--- src/logic/sdsp_regs.svh ---
// Purpose: Constants for the serial debug slave port.
// Assumes: Included by its bare name.
// Notes:   Command codes and word sizes of the serial frame.
`ifndef SDSP_REGS_SVH
`define SDSP_REGS_SVH
`define SDSP_CMD_WIDTH    8
`define SDSP_WORD_WIDTH   16
`define SDSP_CMD_WRITE    8'h02
`define SDSP_CMD_READ     8'h03
`define SDSP_CMD_LAST_BIT 5'h07
`define SDSP_WORD_LAST_BIT 5'h0F
`endif

--- src/logic/sdsp_pkg.sv ---
// Purpose: Types for the serial debug slave port.
// Assumes: Nothing.
// Notes:   Frame phases of one transaction.
package sdsp_pkg;
   typedef enum logic [2:0] {
      SDSP_CMD   = 3'b000,
      SDSP_ADDR  = 3'b001,
      SDSP_WDATA = 3'b010,
      SDSP_CHECK = 3'b011,
      SDSP_RDATA = 3'b100,
      SDSP_IGNORE = 3'b101
   } sdsp_phase_e;
endpackage

--- src/logic/sdsp_sync.sv ---
// Purpose: Two-flop synchroniser with edge detection for serial pins.
// Assumes: Inputs come from outside the clock domain.
// Notes:   Edges are found on the second flop against a third history flop.
`timescale 1ns/1ns
`default_nettype none
module sdsp_sync #(
   parameter logic RESET_LEVEL = 1'b0
) (
   // Clock and reset
   input  wire logic clock,
   input  wire logic sys_rst,
   // Pin in
   input  wire logic pin_in,
   // Synchronised view
   output logic      level,
   output logic      rise,
   output logic      fall
);
   logic meta_r;
   logic sync_r;
   logic hist_r;

   always_ff @(posedge clock or posedge sys_rst) begin
      if (sys_rst) begin
         meta_r <= RESET_LEVEL;
         sync_r <= RESET_LEVEL;
         hist_r <= RESET_LEVEL;
      end else begin
         meta_r <= pin_in;
         sync_r <= meta_r;
         hist_r <= sync_r;
      end
   end

   // Resetting to the pin's idle level keeps a false edge or a false select from following reset.
   assign level = sync_r;
   assign rise  = sync_r & ~hist_r;
   assign fall  = ~sync_r & hist_r;
endmodule
`default_nettype wire

--- src/logic/sdsp_slave.sv ---
// Purpose: Serial debug slave port giving word access to a 16-bit address space.
// Assumes: Serial clock well below a quarter of the system clock; memory read data valid one cycle after mem_rd.
// Notes:   All serial input pins are oversampled; a deselect clears phase, bit count and the input shifter, but not cmd_r, addr_r or shift_out_r.
//
// Behaviour
// - First eight bits are the command
// - Next sixteen bits are start address
// - Then sixteen-bit data words move
// - Sample data input on serial rising edge
// - Change data output on serial falling edge
// - Select high ends transaction, drops partials
// - Each further word increments the address
// - Command 02 writes consecutive words
// - Command 03 reads consecutive words
// - Reads send check word before data
// - Check word is command and address high
// - Idle output low running, high stopped
// - Works with processor running or halted
`timescale 1ns/1ns
`default_nettype none
`include "sdsp_regs.svh"
module sdsp_slave (
   // Clock and reset
   input  wire logic        clock,
   input  wire logic        sys_rst,
   // Serial pins
   input  wire logic        ser_clk,
   input  wire logic        ser_sel_n,
   input  wire logic        ser_din,
   output logic             ser_dout,
   // Processor state
   input  wire logic        cpu_halted,
   // Memory port
   output logic             mem_wr,
   output logic             mem_rd,
   output logic [15:0]      mem_addr,
   output logic [15:0]      mem_wdata,
   input  wire logic [15:0] mem_rdata
);
   localparam int W = `SDSP_WORD_WIDTH;

   logic sclk_rise;
   logic sclk_fall;
   logic sel_n_lvl;
   logic din_lvl;
   logic halted_lvl;

   sdsp_sync #(.RESET_LEVEL(1'b0)) u_clk (
      .clock       (clock),
      .sys_rst     (sys_rst),
      .pin_in      (ser_clk),
      .level       (),
      .rise        (sclk_rise),
      .fall        (sclk_fall)
   );
   sdsp_sync #(.RESET_LEVEL(1'b1)) u_sel (
      .clock       (clock),
      .sys_rst     (sys_rst),
      .pin_in      (ser_sel_n),
      .level       (sel_n_lvl),
      .rise        (),
      .fall        ()
   );
   sdsp_sync #(.RESET_LEVEL(1'b0)) u_din (
      .clock       (clock),
      .sys_rst     (sys_rst),
      .pin_in      (ser_din),
      .level       (din_lvl),
      .rise        (),
      .fall        ()
   );
   sdsp_sync #(.RESET_LEVEL(1'b0)) u_halt (
      .clock       (clock),
      .sys_rst     (sys_rst),
      .pin_in      (cpu_halted),
      .level       (halted_lvl),
      .rise        (),
      .fall        ()
   );

   sdsp_pkg::sdsp_phase_e phase_r;
   logic [4:0]   bit_cnt_r;
   logic [W-1:0] shift_in_r;
   logic [W-1:0] shift_out_r;
   logic [7:0]   cmd_r;
   logic [15:0]  addr_r;
   logic         load_pend_r;
   logic         first_out_r;

   wire active   = ~sel_n_lvl;
   wire samp     = active & sclk_rise;
   wire [W-1:0] in_word = {shift_in_r[W-2:0], din_lvl};
   wire cmd_done = samp & (phase_r == sdsp_pkg::SDSP_CMD) & (bit_cnt_r == `SDSP_CMD_LAST_BIT);
   wire word_end = samp & (phase_r != sdsp_pkg::SDSP_CMD) & (bit_cnt_r == `SDSP_WORD_LAST_BIT);

   // Bit counter and input shifter; a high select clears the bit count and the partial input word.
   always_ff @(posedge clock or posedge sys_rst) begin
      if (sys_rst) begin
         bit_cnt_r  <= 5'h00;
         shift_in_r <= 16'h0000;
      end else if (!active) begin
         bit_cnt_r  <= 5'h00;
         shift_in_r <= 16'h0000;
      end else if (samp) begin
         shift_in_r <= in_word;
         bit_cnt_r  <= (cmd_done | word_end) ? 5'h00 : bit_cnt_r + 5'h01;
      end
   end

   // Frame phase sequencing.
   always_ff @(posedge clock or posedge sys_rst) begin
      if (sys_rst) begin
         phase_r <= sdsp_pkg::SDSP_CMD;
      end else if (!active) begin
         phase_r <= sdsp_pkg::SDSP_CMD;
      end else if (cmd_done) begin
         phase_r <= sdsp_pkg::SDSP_ADDR;
      end else if (word_end) begin
         case (phase_r)
            sdsp_pkg::SDSP_ADDR: begin
               if (cmd_r == `SDSP_CMD_WRITE) begin
                  phase_r <= sdsp_pkg::SDSP_WDATA;
               end else if (cmd_r == `SDSP_CMD_READ) begin
                  phase_r <= sdsp_pkg::SDSP_CHECK;
               end else begin
                  phase_r <= sdsp_pkg::SDSP_IGNORE;
               end
            end
            sdsp_pkg::SDSP_CHECK: phase_r <= sdsp_pkg::SDSP_RDATA;
            default:              phase_r <= phase_r;
         endcase
      end
   end

   // Command and address capture with auto-increment.
   always_ff @(posedge clock or posedge sys_rst) begin
      if (sys_rst) begin
         cmd_r  <= 8'h00;
         addr_r <= 16'h0000;
      end else if (cmd_done) begin
         cmd_r <= in_word[7:0];
      end else if (word_end) begin
         if (phase_r == sdsp_pkg::SDSP_ADDR) begin
            addr_r <= in_word;
         end else if (phase_r == sdsp_pkg::SDSP_WDATA || phase_r == sdsp_pkg::SDSP_RDATA) begin
            addr_r <= addr_r + 16'h0001;
         end
      end
   end

   // Memory strobes: write on each full received write-data word, read ahead of each outgoing data word.
   always_ff @(posedge clock or posedge sys_rst) begin
      if (sys_rst) begin
         mem_wr    <= 1'b0;
         mem_rd    <= 1'b0;
         mem_addr  <= 16'h0000;
         mem_wdata <= 16'h0000;
      end else begin
         mem_wr <= word_end & (phase_r == sdsp_pkg::SDSP_WDATA);
         mem_rd <= 1'b0;
         if (word_end && phase_r == sdsp_pkg::SDSP_WDATA) begin
            mem_addr  <= addr_r;
            mem_wdata <= in_word;
         end else if (word_end && (phase_r == sdsp_pkg::SDSP_CHECK || phase_r == sdsp_pkg::SDSP_RDATA)) begin
            // The next word is fetched during the high half of the current word's last clock.
            mem_rd   <= 1'b1;
            mem_addr <= (phase_r == sdsp_pkg::SDSP_CHECK) ? addr_r : addr_r + 16'h0001;
         end
      end
   end

   // Output shifter; new bits appear only on falling serial edges.
   always_ff @(posedge clock or posedge sys_rst) begin
      if (sys_rst) begin
         shift_out_r <= 16'h0000;
         load_pend_r <= 1'b0;
         first_out_r <= 1'b0;
      end else if (!active) begin
         load_pend_r <= 1'b0;
         first_out_r <= 1'b0;
      end else begin
         load_pend_r <= mem_rd;
         if (word_end && phase_r == sdsp_pkg::SDSP_ADDR && cmd_r == `SDSP_CMD_READ) begin
            shift_out_r <= {cmd_r, in_word[15:8]};
            first_out_r <= 1'b1;
         end else if (load_pend_r) begin
            shift_out_r <= mem_rdata;
            first_out_r <= 1'b1;
         end else if (active && sclk_fall) begin
            // First fall of a word presents the MSB; later falls shift.
            if (first_out_r) begin
               first_out_r <= 1'b0;
            end else begin
               shift_out_r <= {shift_out_r[W-2:0], 1'b0};
            end
         end
      end
   end

   // Data output pin, driven at all times.
   always_ff @(posedge clock or posedge sys_rst) begin
      if (sys_rst) begin
         ser_dout <= 1'b0;
      end else if (!active || phase_r == sdsp_pkg::SDSP_CMD || phase_r == sdsp_pkg::SDSP_ADDR
                   || phase_r == sdsp_pkg::SDSP_WDATA || phase_r == sdsp_pkg::SDSP_IGNORE) begin
         ser_dout <= halted_lvl;
      end else if (sclk_fall) begin
         ser_dout <= first_out_r ? shift_out_r[W-1] : shift_out_r[W-2];
      end
   end
endmodule
`default_nettype wire

--- config.mk ---
export PLATFORM = sky130hd
export DESIGN_NAME = sdsp_slave
export DESIGN_NICKNAME = d
export VERILOG_FILES = /design/src/logic/sdsp_pkg.sv /design/src/logic/sdsp_sync.sv /design/src/logic/sdsp_slave.sv
export VERILOG_INCLUDE_DIRS = /design/src /design/src/logic
export SDC_FILE = /design/constraint.sdc
export NUM_CORES = 1
export LEC_CHECK = 0
export ABC_AREA = 1
export BUFFER_PORTS_ARGS = -buffer_cell sky130_fd_sc_hd__buf_2
export CAP_MARGIN = 5
export CORE_MARGIN = 2
export CORE_UTILIZATION = 25
export DETAILED_ROUTE_END_ITERATION = 16
export MAX_ROUTING_LAYER = met4
export PLACE_DENSITY_LB_ADDON = 0.2
export SETUP_SLACK_MARGIN = 0.4
export SYNTH_ARGS = -nofsm -noshare
export SYNTH_HDL_FRONTEND = slang
export SYNTH_SLANG_ARGS = --single-unit
--- constraint.sdc ---
create_clock -name clock -period 3.1 [get_ports clock]
set_input_delay 0.31 -clock clock [delete_from_list [all_inputs] [get_ports clock]]
set_output_delay 0.31 -clock clock [all_outputs]
set_load 0.05 [all_outputs]
==> results by group <==
Critical path
  – CP Class: flip-flop to flip-flop
  – Worst path required time: around 3.4 ns
  – Crit path capture type: flip-flop
  – Critical Path AT: between 2 and 2.5 ns
  – Worst setup SP type: flip-flop
  – CP max FO: 18

STA
  – Worst slew pin tran: just over 0.8 ns
  – WHS: between 0.05 and 0.06 ns
  – Worst Skew: 0.0130 ns
  – Period utilisation layout: 69.3%
  – # setup viols final: 0
  – Final worst slack: ~0.95 ns
  – RSZ-0062 raised after global routing: false
  – Slew Limit Fails: 0
  – Final hold violations: 0
  – Min Tclk post-route: about 2.1 ns
  – Slew headroom: between 40% and 50%
  – Total negative slack: 0 ns
  – Peak Freq: 0.466 GHz

GRT
  – First-pass GRT wire length: 22.7 mm
  – GRT Overall Usage: 13.2%
  – Largest net degree at the start of global routing: between 50 and 60
  – Grt ovf: 0
  – Number of antenna violations at the first check in global routing: 0
  – Vias in the first global route: 4,383

Finish
  – Layout Nets: between 700 and 800
  – Fill cell total of the finished layout: roughly 2.3k
  – Commonest non-fill, non-tap cells in the layout: nand2_1 (242), dfrtp_1 (107), nand3_1 (65), inv_1 (61), buf_2 (56)
  – Register area: roughly 2700 µm²
  – Share of layout cells above drive strength 1: 14.7%
  – Commonest non-fill, non-tap cell in the layout: nand2_1
  – P&R area growth vs syn: 16.2%
  – Antenna Diode Count: 0
  – Footprint of the multi-input gates: ~2200 µm²
  – Post-route design area: roughly 6200 µm²

Worst hold path
  – Worst Hold Class: primary input to flip-flop

Logic synthesis
  – Seq cells post-synth: between 100 and 150
  – Synth area leader: dfrtp_1
  – Compound-cell area share of the yosys netlist: 9.97%
  – Yosys top cell area share: about half
  – Yosys cell types: 32
  – Syn_area_per_cell: 7.97 µm²
  – YS warnings: 0
  – Post-synthesis mux area share: 0%
  – Post-synthesis xor/xnor area fraction: less than 1%
  – Mapped Nets: approximately 700
  – Mapped Area: approximately 5400 µm²
  – Post-Syn Instances: 672
  – Post-Synth Simple-Gate Area: roughly 30%
  – Post-synthesis sequential area ratio: about half
  – Largest family of logic cells by synthesized area: simple AND/OR/NAND/NOR gates
  – Adder-Cell Fraction of Synth Area: less than 1%
  – Synth area leaders: dfrtp_1 (50%), nand2_1 (17%), nand3_1 (6.1%), o21ai_0 (4.7%), inv_1 (4.3%)

Power
  – Pwr per Cell Area: around 460 nW/µm²
  – Pleak: 3.24 nW
  – Total power: approximately 2.8 mW
  – Peak VDD IR: between 0.2 and 0.25 mV

Floorplanning
  – Die extent in x: 150 µm
  – Ports: 57
  – Initial core utilization: 25.5%
  – Num rows: 53
  – DIE HEIGHT: 150 µm
  – Die area: around 23,000 µm²
  – CORE AREA: about 21,000 µm²

Placement
  – DP Wirelength: 9.58 mm
  – Dpl ws: approximately 0.92 ns
  – Port Buf Inserts: 56
  – RD Place Congestion: 0.799
  – Post-DP Area: 5920 µm²

Drt
  – 1st-iter DRT viols: approximately 240
  – Vias per cell: 4.45
  – Vias: ~4.5k
  – DR WL/cell: between 10 and 15 µm
  – Routed Wire Length: ~14 mm
  – DRT Pass-1 Iters: 6
  – DRT antenna net count: 0
  – Remaining DRCs: 0

Clocking
  – Clock slew at reported path FFs: ~0.07 ns
  – H-tree depth: 3
  – Setup Fix Bufs, Post-CTS: 0
  – Clock sinks: between 100 and 150
  – CTS tree: done
  – Longest Clk Path Bufs: 2
  – Worst-Skew Late Latency: ~0.36 ns
  – CTS root buffer: clkbuf_16
  – # resized after CTS: 0
  – # hold bufs at CTS: 0
  – TritonCTS Buffers: 9

Outcome
  – Status: finished, final reports clean

Run
  – Max-Cap Viols: 0
-- power by group --
part | switching [mW] | leakage, nW | internal [mW] | total (mW)
Combinational | 0.102 | 1.63 | 0.0525 | 0.155
Clock | 0.549 | 0.141 | 0.653 | 1.20
Sequential | 0.0234 | 1.47 | 1.46 | 1.49
-- cell families after synthesis --
kind of cell,count (synthesis)
DFF,109
AOI/OAI and AO/OA,93
adders and majority gates,3
and+or+nand+nor,366
buffers and inverters,96
xor gates and xnor gates,5
-- flip-flops by register name (all words and copies together), names as in the netlist, 3 cells and up --
| register | count |
|---|---|
| shift_out_r | 16 |
| mem_addr | 16 |
| addr_r | 16 |
| phase_r | 3 |
| cmd_r | 8 |
| bit_cnt_r | 5 |
| mem_wdata | 16 |
| shift_in_r | 15 |
-- cells in the mapped netlist (all sizes together) --
library cell    n
a21oi          10
buf            10
clkbuf         14
clkinv          2
dfrtp         107
dfstp           2
ha              3
inv            70
nand2         249
nand3          67
nand4           8
nor2           34
nor3            4
nor4            1
o2111ai         6
o211ai         10
o21ai          50
o22ai          17
or2             3
xor2            5
-- final timing paths --
check | end | slack [ns] | cells after the start | startpoint
worst max-delay path | shift_out_r[1] | 0.95 | 13 | bit_cnt_r[0]
max in group asynchronous | mem_addr[3] | 2.23 | 3 | sys_rst
min in group asynchronous | u_halt.meta_r | 0.10 | 2 | sys_rst
worst min-delay path | u_din.meta_r | 0.06 | 1 | ser_din
worst max register to register | shift_out_r[1] | 0.95 | 13 | bit_cnt_r[0]
worst min register to register | u_din.level | 0.35 | 0 | u_din.meta_r
-- cell type report --
| class | instances | area share (%) |
|---|---|---|
| flip-flops and latches | 109 | 43.9 |
| multi-input cells | 467 | 35.6 |
| repair buffers | 63 | 5.55 |
| well taps | 275 | 5.53 |
| inverters | 72 | 4.48 |
| clock buffers | 10 | 3.84 |
| clock inverters | 6 | 1.13 |
-- per-stage QoR --
| stage | cells | util [%] |
|---|---|---|
| global placement | 986 | 28.1 |
| detailed placement | 986 | 28.1 |
| global route | 1002 | 29.6 |
| CTS | 1002 | 29.6 |
| floorplan | 672 | - |
| finish | 1002 | 29.6 |
-- critical path: stages (launching register included) --
cell,delay [ns]
dfrtp_1,0.40
ha_1,0.21
nand2_1,0.10
nor2_1,0.05
ha_1,0.19
inv_1,0.14
nor2_8,0.07
nand2_2,0.09
inv_4,0.06
nand2_4,0.19
nand3_4,0.21
nand2_4,0.22
nand2_1,0.08
nand2_1,0.07
-- routing by layer --
| metal | vias up | track usage, % | wire [µm] |
|---|---|---|---|
| li1 | 2278 | - | - |
| met1 | 2094 | 17.3 | 6750 |
| met2 | 72 | 20.8 | 6340 |
| met3 | 13 | 1.76 | 419 |
| met4 | 0 | 4.81 | 214 |
| met5 | - | - | 0 |
No activity file was read; power rests on OpenSTA's default activity.
